<file path="src/include/acs_defs.vh">
// constants for the amplifier control block: slave address, register
// map, reset values and timing counts; assumes a 20 MHz core clock
`ifndef ACS_DEFS_VH
`define ACS_DEFS_VH

`define ACS_CLK_HZ 20000000
`define ACS_SLAVE_ADDR 7'h58
`define ACS_REG_CTRL 8'h01
`define ACS_REG_ATTACK 8'h02
`define ACS_REG_RELEASE 8'h03
`define ACS_REG_HOLD 8'h04
`define ACS_REG_GAIN 8'h05
`define ACS_REG_LIMIT 8'h06
`define ACS_REG_COMP 8'h07
`define ACS_REG_LAST 8'h07
`define ACS_RST_CTRL 8'hC3
`define ACS_RST_ATTACK 8'h05
`define ACS_RST_RELEASE 8'h0B
`define ACS_RST_HOLD 8'h00
`define ACS_RST_GAIN 8'h06
`define ACS_RST_LIMIT 8'h3A
`define ACS_RST_COMP 8'hC2
`define ACS_BIT_AMPEN 6
`define ACS_BIT_SOFTSD 5
`define ACS_BIT_FAULT 3
`define ACS_BIT_THERM 2
`define ACS_BIT_NGEN 0
`define ACS_STARTUP_US 5000
`define ACS_STARTUP_CYC ((`ACS_STARTUP_US * (`ACS_CLK_HZ / 1000000)))
`define ACS_RETRY_US 110
`define ACS_RETRY_CYC ((`ACS_RETRY_US * (`ACS_CLK_HZ / 1000000)))
`define ACS_RAMP_STEP_CYC 2134

`endif

</file>
<file path="src/hw/acs_ctrl.v">
// amplifier control: i2c register slave, enable sequencing, gain start-up,
// short-circuit recovery. assumes 20 MHz clk, scl/sda from open-drain pins.
// Behaviour
// RL1 - master writes register address first with direction bit 0
// RL2 - device acknowledges slave address and register address byte
// RL3 - after repeated start with read bit, device sends addressed data
// RL4 - master ends a read with not-acknowledge then stop
// RL5 - device keeps sending bytes while master acknowledges
// RL6 - enable pin high enables amplifier, low disables it
// RL7 - master waits 10 ms after enable rise before first transaction
// RL8 - master waits 1 ms after last transaction before dropping enable
// RL9 - master holds enable low at least 5 ms
// RL10 - enable rise resets registers and clears soft shutdown
// RL11 - output stage enabled 5 ms after start-up, uninterruptible
// RL12 - hardware start begins at default fixed gain, agc after gate
// RL13 - leaving soft shutdown starts at latest fixed gain, no ramp
// RL14 - gain changes during playback ramp at attack or release rate; code ramps one step every ACS_RAMP_STEP_CYC + 1 cycles instead
// RL15 - enable low with shutdown clear holds the fixed gain
// RL16 - amp enable bit zero disables only the amplifier
// RL17 - soft shutdown bit one disables most amplifier functions
// RL18 - enable low shuts everything and restores register defaults
// RL19 - during short, low duty mode retries every 110 us
// RL20 - short flag stays set after recovery until software write
// RL21 - defaults allow audio playback without configuration
// RL22 - multi-byte read returns bytes from addressed register onward
// RL23 - device answers address bytes B0 write and B1 read
// RL24 - short flag set on over-current, cleared by writing zero
// RL25 - register pointer advances after each byte sent
`timescale 1ns/1ps
`default_nettype none
`include "acs_defs.vh"
module acs_ctrl #(
    parameter STARTUP_CYC = `ACS_STARTUP_CYC
) (
    input wire clk,
    input wire rst_n,
    input wire enPin,
    input wire sclIn,
    input wire sdaIn,
    input wire shortDet,
    input wire thermDet,
    input wire sigAboveGate,
    output reg sdaOut,
    output reg sdaOe,
    output reg outStageOn,
    output reg ampActive,
    output reg agcActive,
    output reg [5:0] gainNow,
    output reg lowDutyMode,
    output reg coreBiasOn
);
    localparam ST_IDLE = 6'h01;
    localparam ST_ADDR = 6'h02;
    localparam ST_RX = 6'h04;
    localparam ST_TX = 6'h08;
    localparam ST_ACKTX = 6'h10;
    localparam ST_ACKRX = 6'h20;
    // reload values are cut to the counter widths on purpose
    localparam [31:0] RETRY_FULL = `ACS_RETRY_CYC - 1;
    localparam [31:0] RAMP_FULL = `ACS_RAMP_STEP_CYC;
    localparam [7:0] GAIN_DEF = `ACS_RST_GAIN;

    wire enS;
    wire sclS;
    wire sdaS;
    reg enPrev_r;
    reg sclPrev_r;
    reg sdaPrev_r;
    reg [5:0] state_r;
    reg [7:0] shift_r;
    reg [3:0] bitCnt_r;
    reg [7:0] ptr_r;
    reg gotReg_r;
    reg isRead_r;
    reg [7:0] regs_r [1:7];
    reg [7:0] rdData;
    reg [22:0] startCnt_r;
    reg [11:0] retryCnt_r;
    reg [11:0] rampCnt_r;
    reg wasSd_r;
    reg wr_r;
    reg [7:0] wrAddr_r;
    reg [7:0] wrData_r;

    // enable pin, scl and sda cross in through three stages each
    acs_sync3 #(.RST_VAL(1'b0)) uEn (.clk(clk), .rst_n(rst_n),
        .din(enPin), .dout(enS));
    acs_sync3 #(.RST_VAL(1'b1)) uScl (.clk(clk), .rst_n(rst_n),
        .din(sclIn), .dout(sclS));
    acs_sync3 #(.RST_VAL(1'b1)) uSda (.clk(clk), .rst_n(rst_n),
        .din(sdaIn), .dout(sdaS));

    wire sclRise = sclS & ~sclPrev_r;
    wire sclFall = ~sclS & sclPrev_r;
    wire startCond = sclS & sclPrev_r & sdaPrev_r & ~sdaS;
    wire stopCond = sclS & sclPrev_r & ~sdaPrev_r & sdaS;
    wire enRise = enS & ~enPrev_r;
    wire softSd = regs_r[1][`ACS_BIT_SOFTSD];
    wire ampEnBit = regs_r[1][`ACS_BIT_AMPEN];
    wire startDone = (startCnt_r == 23'h000000);

    // RL22 reads of unmapped addresses return zero
    always @* begin
        rdData = 8'h00;
        if (ptr_r >= `ACS_REG_CTRL && ptr_r <= `ACS_REG_LAST) begin
            rdData = regs_r[ptr_r[2:0]];
        end
    end

    always @(posedge clk) begin
        if (!rst_n) begin
            enPrev_r <= 1'b0;
            sclPrev_r <= 1'b1;
            sdaPrev_r <= 1'b1;
        end else begin
            enPrev_r <= enS;
            sclPrev_r <= sclS;
            sdaPrev_r <= sdaS;
        end
    end

    // serial slave; held idle while the enable pin is low
    always @(posedge clk) begin
        if (!rst_n || !enS) begin
            state_r <= ST_IDLE;
            shift_r <= 8'h00;
            bitCnt_r <= 4'h0;
            ptr_r <= 8'h00;
            gotReg_r <= 1'b0;
            isRead_r <= 1'b0;
            sdaOut <= 1'b0;
            sdaOe <= 1'b0;
            wr_r <= 1'b0;
            wrAddr_r <= 8'h00;
            wrData_r <= 8'h00;
        end else begin
            wr_r <= 1'b0;
            if (stopCond) begin
                state_r <= ST_IDLE;
                sdaOe <= 1'b0;
            end else if (startCond) begin
                state_r <= ST_ADDR;
                bitCnt_r <= 4'h0;
                gotReg_r <= 1'b0;
                sdaOe <= 1'b0;
            end else begin
                case (state_r)
                ST_ADDR, ST_RX: begin
                    if (sclRise) begin
                        shift_r <= {shift_r[6:0], sdaS};
                        bitCnt_r <= bitCnt_r + 4'h1;
                    end else if (sclFall && bitCnt_r == 4'h8) begin
                        bitCnt_r <= 4'h0;
                        if (state_r == ST_ADDR) begin
                            // RL23 match 7-bit address
                            if (shift_r[7:1] == `ACS_SLAVE_ADDR) begin
                                // RL2 ack own address
                                isRead_r <= shift_r[0];
                                sdaOut <= 1'b0;
                                sdaOe <= 1'b1;
                                state_r <= ST_ACKRX;
                            end else begin
                                state_r <= ST_IDLE;
                            end
                        end else if (!gotReg_r) begin
                            // RL1 first byte of a write is the pointer
                            ptr_r <= shift_r;
                            gotReg_r <= 1'b1;
                            sdaOut <= 1'b0;
                            sdaOe <= 1'b1;
                            state_r <= ST_ACKRX;
                        end else begin
                            wr_r <= 1'b1;
                            wrAddr_r <= ptr_r;
                            wrData_r <= shift_r;
                            ptr_r <= ptr_r + 8'h01;
                            sdaOut <= 1'b0;
                            sdaOe <= 1'b1;
                            state_r <= ST_ACKRX;
                        end
                    end
                end
                ST_ACKRX: begin
                    if (sclFall) begin
                        if (isRead_r) begin
                            // RL3 drive addressed data after read address
                            shift_r <= rdData;
                            sdaOut <= rdData[7];
                            sdaOe <= ~rdData[7];
                            bitCnt_r <= 4'h1;
                            state_r <= ST_TX;
                        end else begin
                            sdaOe <= 1'b0;
                            state_r <= ST_RX;
                        end
                    end
                end
                ST_TX: begin
                    if (sclFall) begin
                        if (bitCnt_r == 4'h8) begin
                            sdaOe <= 1'b0;
                            // RL25 advance pointer per byte sent
                            ptr_r <= ptr_r + 8'h01;
                            state_r <= ST_ACKTX;
                        end else begin
                            sdaOut <= shift_r[6];
                            sdaOe <= ~shift_r[6];
                            shift_r <= {shift_r[6:0], 1'b0};
                            bitCnt_r <= bitCnt_r + 4'h1;
                        end
                    end
                end
                ST_ACKTX: begin
                    if (sclRise) begin
                        // RL5 continue on ack; RL4 nack ends the read
                        if (sdaS) begin
                            state_r <= ST_IDLE;
                        end else begin
                            bitCnt_r <= 4'h0;
                            state_r <= ST_ACKRX;
                        end
                    end
                end
                default: begin
                    state_r <= ST_IDLE;
                end
                endcase
            end
        end
    end

    // register file; RL18 enable low restores defaults, RL10 on rise too
    always @(posedge clk) begin
        if (!rst_n || !enS) begin
            // RL21 defaults play audio unconfigured
            regs_r[1] <= `ACS_RST_CTRL;
            regs_r[2] <= `ACS_RST_ATTACK;
            regs_r[3] <= `ACS_RST_RELEASE;
            regs_r[4] <= `ACS_RST_HOLD;
            regs_r[5] <= `ACS_RST_GAIN;
            regs_r[6] <= `ACS_RST_LIMIT;
            regs_r[7] <= `ACS_RST_COMP;
        end else begin
            if (wr_r && wrAddr_r >= `ACS_REG_CTRL &&
                    wrAddr_r <= `ACS_REG_LAST) begin
                regs_r[wrAddr_r[2:0]] <= wrData_r;
            end
            // RL24 set wins over a write of zero in the same cycle
            if (shortDet) begin
                regs_r[1][`ACS_BIT_FAULT] <= 1'b1;
            end else if (wr_r && wrAddr_r == `ACS_REG_CTRL) begin
                // RL20 only a software write or enable low clears it
                regs_r[1][`ACS_BIT_FAULT] <=
                    regs_r[1][`ACS_BIT_FAULT] & wrData_r[`ACS_BIT_FAULT];
            end
            if (thermDet) begin
                regs_r[1][`ACS_BIT_THERM] <= 1'b1;
            end else if (wr_r && wrAddr_r == `ACS_REG_CTRL) begin
                regs_r[1][`ACS_BIT_THERM] <=
                    regs_r[1][`ACS_BIT_THERM] & wrData_r[`ACS_BIT_THERM];
            end
        end
    end

    // RL11 start-up timer cannot be cut short while enable stays high
    always @(posedge clk) begin
        if (!rst_n || !enS) begin
            startCnt_r <= 23'h000000;
            outStageOn <= 1'b0;
            coreBiasOn <= 1'b0;
        end else begin
            if (enRise) begin
                startCnt_r <= STARTUP_CYC[22:0];
            end else if (!startDone) begin
                startCnt_r <= startCnt_r - 23'h000001;
            end
            // RL17 soft shutdown drops core bias and output stage
            coreBiasOn <= ~softSd;
            // RL6 output stage only after start-up with pin high
            outStageOn <= startDone & ~enRise & ~softSd;
        end
    end

    // RL19 retry every 110 us while the short persists
    always @(posedge clk) begin
        if (!rst_n || !enS) begin
            retryCnt_r <= 12'h000;
            lowDutyMode <= 1'b0;
        end else if (shortDet) begin
            lowDutyMode <= 1'b1;
            if (retryCnt_r == 12'h000) begin
                retryCnt_r <= RETRY_FULL[11:0];
            end else begin
                retryCnt_r <= retryCnt_r - 12'h001;
            end
        end else if (lowDutyMode && retryCnt_r != 12'h000) begin
            retryCnt_r <= retryCnt_r - 12'h001;
        end else begin
            lowDutyMode <= 1'b0;
        end
    end

    // gain control
    always @(posedge clk) begin
        if (!rst_n || !enS) begin
            // RL15 pin low holds the fixed gain
            gainNow <= GAIN_DEF[5:0];
            agcActive <= 1'b0;
            ampActive <= 1'b0;
            wasSd_r <= 1'b0;
            rampCnt_r <= 12'h000;
        end else begin
            wasSd_r <= softSd;
            // RL16 amp enable bit gates amplifier only
            ampActive <= outStageOn & ampEnBit & ~lowDutyMode &
                ~regs_r[1][`ACS_BIT_THERM];
            if (enRise) begin
                // RL12 hardware start at default fixed gain
                gainNow <= regs_r[5][5:0];
                agcActive <= 1'b0;
            end else if (softSd || wasSd_r) begin
                // RL13 jump straight to latest fixed gain
                gainNow <= regs_r[5][5:0];
                agcActive <= 1'b0;
                rampCnt_r <= 12'h000;
            end else begin
                if (sigAboveGate && regs_r[1][`ACS_BIT_NGEN]) begin
                    agcActive <= 1'b1;
                end
                // RL14 ramp one step per period toward target
                if (rampCnt_r != 12'h000) begin
                    rampCnt_r <= rampCnt_r - 12'h001;
                end else if (gainNow != regs_r[5][5:0]) begin
                    rampCnt_r <= RAMP_FULL[11:0];
                    if (gainNow < regs_r[5][5:0]) begin
                        gainNow <= gainNow + 6'h01;
                    end else begin
                        gainNow <= gainNow - 6'h01;
                    end
                end
            end
        end
    end
endmodule // acs_ctrl
`default_nettype wire

</file>
<file path="src/hw/acs_sync3.v">
// three-stage synchroniser; output changes once stages two and three agree
// assumes an asynchronous level input and one core clock
`timescale 1ns/1ps
`default_nettype none
module acs_sync3 #(
    parameter RST_VAL = 1'b1
) (
    input wire clk,
    input wire rst_n,
    input wire din,
    output reg dout
);
    reg s1_r;
    reg s2_r;
    reg s3_r;
    always @(posedge clk) begin
        if (!rst_n) begin
            s1_r <= RST_VAL;
            s2_r <= RST_VAL;
            s3_r <= RST_VAL;
            dout <= RST_VAL;
        end else begin
            s1_r <= din;
            s2_r <= s1_r;
            s3_r <= s2_r;
            if (s2_r == s3_r) begin
                dout <= s3_r;
            end
        end
    end
endmodule // acs_sync3
`default_nettype wire

</file>
<file path="config.mk">
export PLATFORM = sky130hd
export DESIGN_NAME = acs_ctrl
export DESIGN_NICKNAME = d
export VERILOG_FILES = /design/src/hw/acs_ctrl.v /design/src/hw/acs_sync3.v
export VERILOG_INCLUDE_DIRS = /design/src /design/src/include
export SDC_FILE = /design/constraint.sdc
export NUM_CORES = 1
export LEC_CHECK = 0
export BUFFER_PORTS_ARGS = -buffer_cell sky130_fd_sc_hd__buf_4
export CORE_MARGIN = 1.5
export CORE_UTILIZATION = 60
export CTS_BUF_LIST = sky130_fd_sc_hd__clkbuf_4 sky130_fd_sc_hd__clkbuf_8 sky130_fd_sc_hd__clkbuf_16
export DETAILED_ROUTE_END_ITERATION = 10
export PLACE_DENSITY = 0.83
export SLEW_MARGIN = 15
export SYNTH_ARGS = -nofsm -noshare
export SYNTH_HDL_FRONTEND = slang
export SYNTH_SLANG_ARGS = --single-unit
</file>
<file path="constraint.sdc">
create_clock -name clk -period 8.6 [get_ports clk]
set_input_delay 0.43 -clock clk [delete_from_list [all_inputs] [get_ports clk]]
set_output_delay 0.43 -clock clk [all_outputs]
set_load 0.03 [all_outputs]
</file>
# Word-level counts from Yosys, hierarchy flattened

Memories as Yosys holds them, arrays and structs flattened. A register that Yosys moved wholly into a read port is not among the register bits.
Index checks and enable logic that the tools add are counted.

Register bits: 121
Bits of input ports: 8
Memories: 1
Logic and storage cells: 303
Bits in writable memories: 56

Mux-type cells: 102
Equal/unequal tests: 42
Reduce and logical (&&, ||, !) cells: 42
Magnitude comparators: 5
Add/subtract/negate cells: 7
Bitwise logic cells: 66

Memory list:

| name   | words | bits a word | read ports | clocked after Yosys merged registers in | write ports | line          | source |
|---|---|---|---|---|---|---|---|
| regs_r | 7     | 8           | 3          | 1                                       | 7           | acs_ctrl.v:75 | `reg [7:0] regs_r [1:7];` |

Operator list:

| operator                | count |
|---|---|
| $mux W8                 | 13 |
| $mux W6                 | 14 |
| $mux W12                | 6 |
| $mux W1                 | 46 |
| $mux W4                 | 10 |
| $mux W17                | 2 |
| $ne A3 B3 Y1 const B    | 11 |
| $and A1 B1 Y1           | 29 |
| $not A1 Y1              | 27 |
| $ne A2 B2 Y1 const B    | 13 |
| $pmux W6 S4             | 1 |
| $pmux W8 S3             | 1 |
| $reduce_bool A12 Y1     | 2 |
| $sub A12 B1 Y12 const B | 2 |
| $logic_not A23 Y1       | 1 |
| $sub A23 B1 Y23 const B | 1 |
| $reduce_and A6 Y1       | 3 |
| $ge A8 B1 Y1 const B    | 2 |
| $le A8 B3 Y1 const B    | 2 |
| $pmux W4 S4             | 1 |
| $pmux W8 S2             | 1 |
| $reduce_and A8 Y1       | 2 |
| $reduce_and A7 Y1       | 2 |
| $eq A3 B3 Y1 const B    | 4 |
| other kinds (37)        | 68 |

# Depth between registers and ports, before layout

Depth in word-level cells: 13
Gate-level depth with buffers: 12
Mapped depth without buffers: 12

# Cells and area by module

A second synthesis with hierarchy kept.

Cell total of the unflattened synthesis: 895
Area, all modules: 9,018.6 sq um

Modules (own cells, without submodules):

| module                | area an instance (sq um) | cells an instance | times used |
|---|---|---|---|
| acs_ctrl              | 8,677.1                  | 865               | 1 |
| acs_sync3 at uScl ... | 112.6                    | 10                | 2 |
| acs_sync3 at uEn      | 116.4                    | 10                | 1 |

# Worst setup path after synthesis

No wires, ideal clock.

Path kind: reg-to-reg
Start point: register gainNow[4]
End point: register gainNow[5]
Cell stages (with the launch flop): 12
Data required time: 8,505 ps
Setup slack: 5,717 ps
Arrival time: 2,787 ps
Cell sequence: dfxtp_1 > ha_1 > a21oi_1 > nand2_1 > a211o_1 > ha_1 > a21o_1 > a311o_1 > a21oi_1 > xnor3_1 > nand3_1 > a221oi_1

Word-level cells in the longest chain between the ends: 6

Ends and longest elaborated chain:

| element                               | line           | source |
|---|---|---|
| start: declaration                    | acs_ctrl.v:48  | `output reg [5:0] gainNow,` |
| start signal: assignment              | acs_ctrl.v:307 | `gainNow <= GAIN_DEF[5:0];` |
| start signal: assignment              | acs_ctrl.v:319 | `gainNow <= regs_r[5][5:0];` |
| start signal: assignment              | acs_ctrl.v:323 | `gainNow <= regs_r[5][5:0];` |
| $sub A6 B1 Y6 (tied with other cells) | acs_ctrl.v:338 | `gainNow <= gainNow - 6'h01;` |
| $mux W6                               | acs_ctrl.v:335 | `if (gainNow < regs_r[5][5:0]) begin` |
| $mux W6                               | acs_ctrl.v:333 | `end else if (gainNow != regs_r[5][5:0]) begin` |
| $mux W6                               | acs_ctrl.v:331 | `if (rampCnt_r != 12'h000) begin` |
| $mux W6                               | acs_ctrl.v:321 | `end else if (softSd \|\| wasSd_r) begin` |
| $mux W6                               | acs_ctrl.v:317 | `if (enRise) begin` |

Several ways; a longest one is shown, not always the timed one. The select of a mux whose other input is x is not followed.
A chain may end at the register's enable or synchronous reset.

==> impl_results.md <==
* Status: finished clean
* Reg2reg end: gainNow[5]$_SDFFE_PP0P_
* Hpwl dp at 13300 um
* Endpoints failing hold at 0
* Minimum clock period at 3.01 ns
* Worst setup EP type: register
* Setup bufs post-CTS at 0
* Hold buffer count at CTS at 0
* Critical path class: register to register
* Die ar. at 15800 um^2
* Max Fclk at 332 MHz
* Chip height at 126 um
* Clk pwr share at 47.1%
* Final period utilization at 35.1%
* CP arrival at 3.35 ns
* Die Wd at 126 um
* Gr usage total at 25.6%
* Post-synthesis adder-cell area fraction at 3.00%
* Main combinational cell family by area after synthesis: simple AND/OR/NAND/NOR gates
* Clock transition at path regs at 0.06 ns
* P per Cell Area at 178 nW/um^2
* DRT iter0 DRCs at 743
* Crit-path max cell delay at 0.42 ns
* Clock tree sinks at 188
* Min-Delay Path Class: primary input to register
* WHS Path Cells at 2
* First-pass GRT wire length at 32600 um
* Net switching power at 0.340 mW
* Seq pwr share at 51.9%
* Total Power at 1.77 mW
* CP Cell Sequence: inv_1 -> ha_1 -> a21oi_1 -> nand2_1 -> a211o_1 -> ha_1 -> a21o_1 -> a311o_1 -> a21oi_1 -> xnor3_1 -> nand3_1 -> a221oi_1
* Number of flops mapped to enable cells by yosys at 64
* Crit-path leading delay family: compound AO/OA/AOI/OAI gates
* Skew final at 0.00922 ns
* Synth Warn # at 0
* Distinct cells, synth at 67
* Slew of the pin with the lowest slew margin at 0.995 ns
* Placed Area at 9290 um^2
* Initial core utilization at 61.8%
* Gate power share at 1.1%
* Drt wl/cell at 17.3 um
* Cells after synthesis at 929
* Avg Cell Area, Syn at 9.71 um^2
* Most used DFF post-synth: dfxtp_1
* DR pass1 iterations at 6
* Top cell type's share of synthesized area at 27.5%
* Worst vdd ir at 0.147 mV
* Post-Synthesis Cell Area at 9020 um^2
* CTS tree: yes
* Cell internal pwr at 1.43 mW
* Maximum level of the CTS H-tree at 4
* Design area at 9920 um^2
* Max Buffers Root-to-Sink at 2
* Worst Reg-to-Reg Cells at 12
* FP Rows at 44
* Max-Cap Viols at 0
* Reg-to-reg critical path startpoint: regs_r[5][4]$_SDFFCE_PN0P_
* Largest net degree at the start of global routing at 53
* CP startpoint kind: register
* Vias/cell at 6.28
* Seq cells post-synth at 188
* RSZ-0062 raised after global routing: no
* Number of port buffers at 20
* Worst EP required at 8.93 ns
* Root buffer cell: clkbuf_16
* Complex-gate fraction of the synthesized area at 13.4%
* WP buf/inv at 1
* Post-synthesis xor/xnor area fraction at 3.45%
* Area delta synth->final at 10.0%
* Slew HR at 32.9%
* Critical-path top delay cell: edfxtp_1
* Mux cell area share after synthesis at 5.44%
* Layout cells sized above 1 at 9.48%
* Sum of negative setup slack at 0 ns
* Top-count cell post-synth: dfxtp_1
* Simple-Gate Fraction of Synth Area at 22.7%
* Number of remaining DRC errors at 0
* Post-CTS sizing at 0
* Ys async rst share at 0%
* Clk_lat worst skew at 0.43 ns
* Commonest cells post-synth: 124 x dfxtp_1, 91 x nor2_1, 74 x a21oi_1
* Final setup violation count at 0
* Routed Antenna Nets at 0
* Clock buffers created by TritonCTS at 17
* Sequential element share of the synthesized area at 48.8%
* Via Count at 7110
* Ports at 21
* Final nets at 965
* Crit Path Max Fanout at 6
* Vias in the first global route at 6651
* Sw Share at 19.2%
* N_diodes at 0
* Antenna violations before repair at 0
* R2R setup slack at 5.59 ns
* Leak pwr at 3.50 nW
* Leading area contributor after synthesis: dfxtp_1
* Leading post-synthesis cells by cell area: dfxtp_1 28%, edfxtp_1 21%, a21oi_1 4.1%
* Slew Limit Fails at 0
* Worst Hold Path EP: uSda.s1_r$_SDFF_PN1_
* Final WL at 19600 um
* GRT overflow at 0
* Core Footprint at 14600 um^2
* Gpl congestion at 0.895
* HP Start: sdaIn
[layer usage]
layer | vias up | wire length [um] | global-route usage [%]
li1 | 3427 | - | -
met1 | 3387 | 8650 | 35.3
met2 | 263 | 9430 | 40.7
met3 | 33 | 1220 | 4.92
met4 | 0 | 324 | 8.62
met5 | - | 0 | 0
[worst max path at each step]
stage / start / endpoint / depth (start not counted)
after floorplan: gainNow[4]$_SDFFE_PP0P_ / gainNow[5]$_SDFFE_PP0P_ / 11
after global placement: rst_n / regs_r[2][4]$_SDFFCE_PN0P_ / 5
after detailed placement: rst_n / regs_r[2][4]$_SDFFCE_PN0P_ / 5
after CTS: regs_r[5][4]$_SDFFCE_PN0P_ / gainNow[5]$_SDFFE_PP0P_ / 12
after global routing: regs_r[5][4]$_SDFFCE_PN0P_ / gainNow[5]$_SDFFE_PP0P_ / 12
final: regs_r[5][4]$_SDFFCE_PN0P_ / gainNow[5]$_SDFFE_PP0P_ / 12
[area by class of cell]
cell class	instances	area (um^2)
inverters	29	109
multi-input cells	675	4360
clock buffers	21	462
well taps	184	230
fillers	1066	4670
flip-flops and latches	188	4400
clock inverters	11	168
repair buffers	25	188
[logic make-up after synthesis]
kind of cell               Yosys count
AOI/OAI and AO/OA                  194
xor gates and xnor gates            34
adders and majority gates           21
buffers and inverters               73
DFF                                188
muxes                               29
other                                1
and+or+nand+nor                    389
[metrics by stage]
stage	worst slack [ns]	cells	hold slack, ns	util (%)
floorplan	5.72	936	0.386	-
global placement	5.64	1101	0.388	63.7
detailed placement	5.57	1101	0.398	63.7
CTS	5.60	1133	0.171	68.0
global route	5.44	1133	0.180	68.0
finish	5.59	1133	0.184	68.0
[power by group through the flow]
| stage | Combinational, mW | Sequential, mW | Clock [mW] |
|---|---|---|---|
| after floorplan | 0.0127 | 0.936 | 0 |
| after global placement | 0.0180 | 0.937 | 0 |
| after detailed placement | 0.0185 | 0.937 | 0 |
| after CTS | 0.0188 | 0.917 | 0.839 |
| after global routing | 0.0210 | 0.917 | 0.869 |
| final | 0.0191 | 0.917 | 0.832 |
[registers in the layout, summed over array words and instances (netlist names), 4 cells and up, named ones only]
register,cells
bitCnt_r,4
gainNow,6
wrAddr_r,8
shift_r,8
startCnt_r,23
retryCnt_r,12
rampCnt_r,12
ptr_r,8
wrData_r,8
state_r,6
regs_r,64
[cells in the final DEF (no fill, tap or decap), types with 6 or more instances in the layout]
master,count
nor3_1,36
o22ai_1,6
nor2_1,91
o32ai_1,6
edfxtp_1,64
nand3_1,35
conb_1,8
or2_2,6
a211oi_1,16
nor2b_1,6
o211ai_1,6
o21ai_0,39
or3_1,26
nor4_1,15
dfxtp_1,124
inv_1,29
clkbuf_16,17
nand4_1,16
ha_1,20
nand2_1,60
buf_4,25
or4_1,13
and2_1,32
xor2_1,20
nand2b_1,23
mux2i_1,13
xnor2_1,13
a31oi_1,9
a21oi_1,74
mux4_2,16
[worst reg2reg max path, delay by kind of cell (launching register included)]
family | cells | cell delay, ns
DFF | 1 | 0.42
buffers and inverters | 1 | 0.09
AOI/OAI and AO/OA | 6 | 1.54
and+or+nand+nor | 2 | 0.15
xor gates and xnor gates | 1 | 0.16
adders and majority gates | 2 | 0.56
No activity file was read; power rests on OpenSTA's default activity.
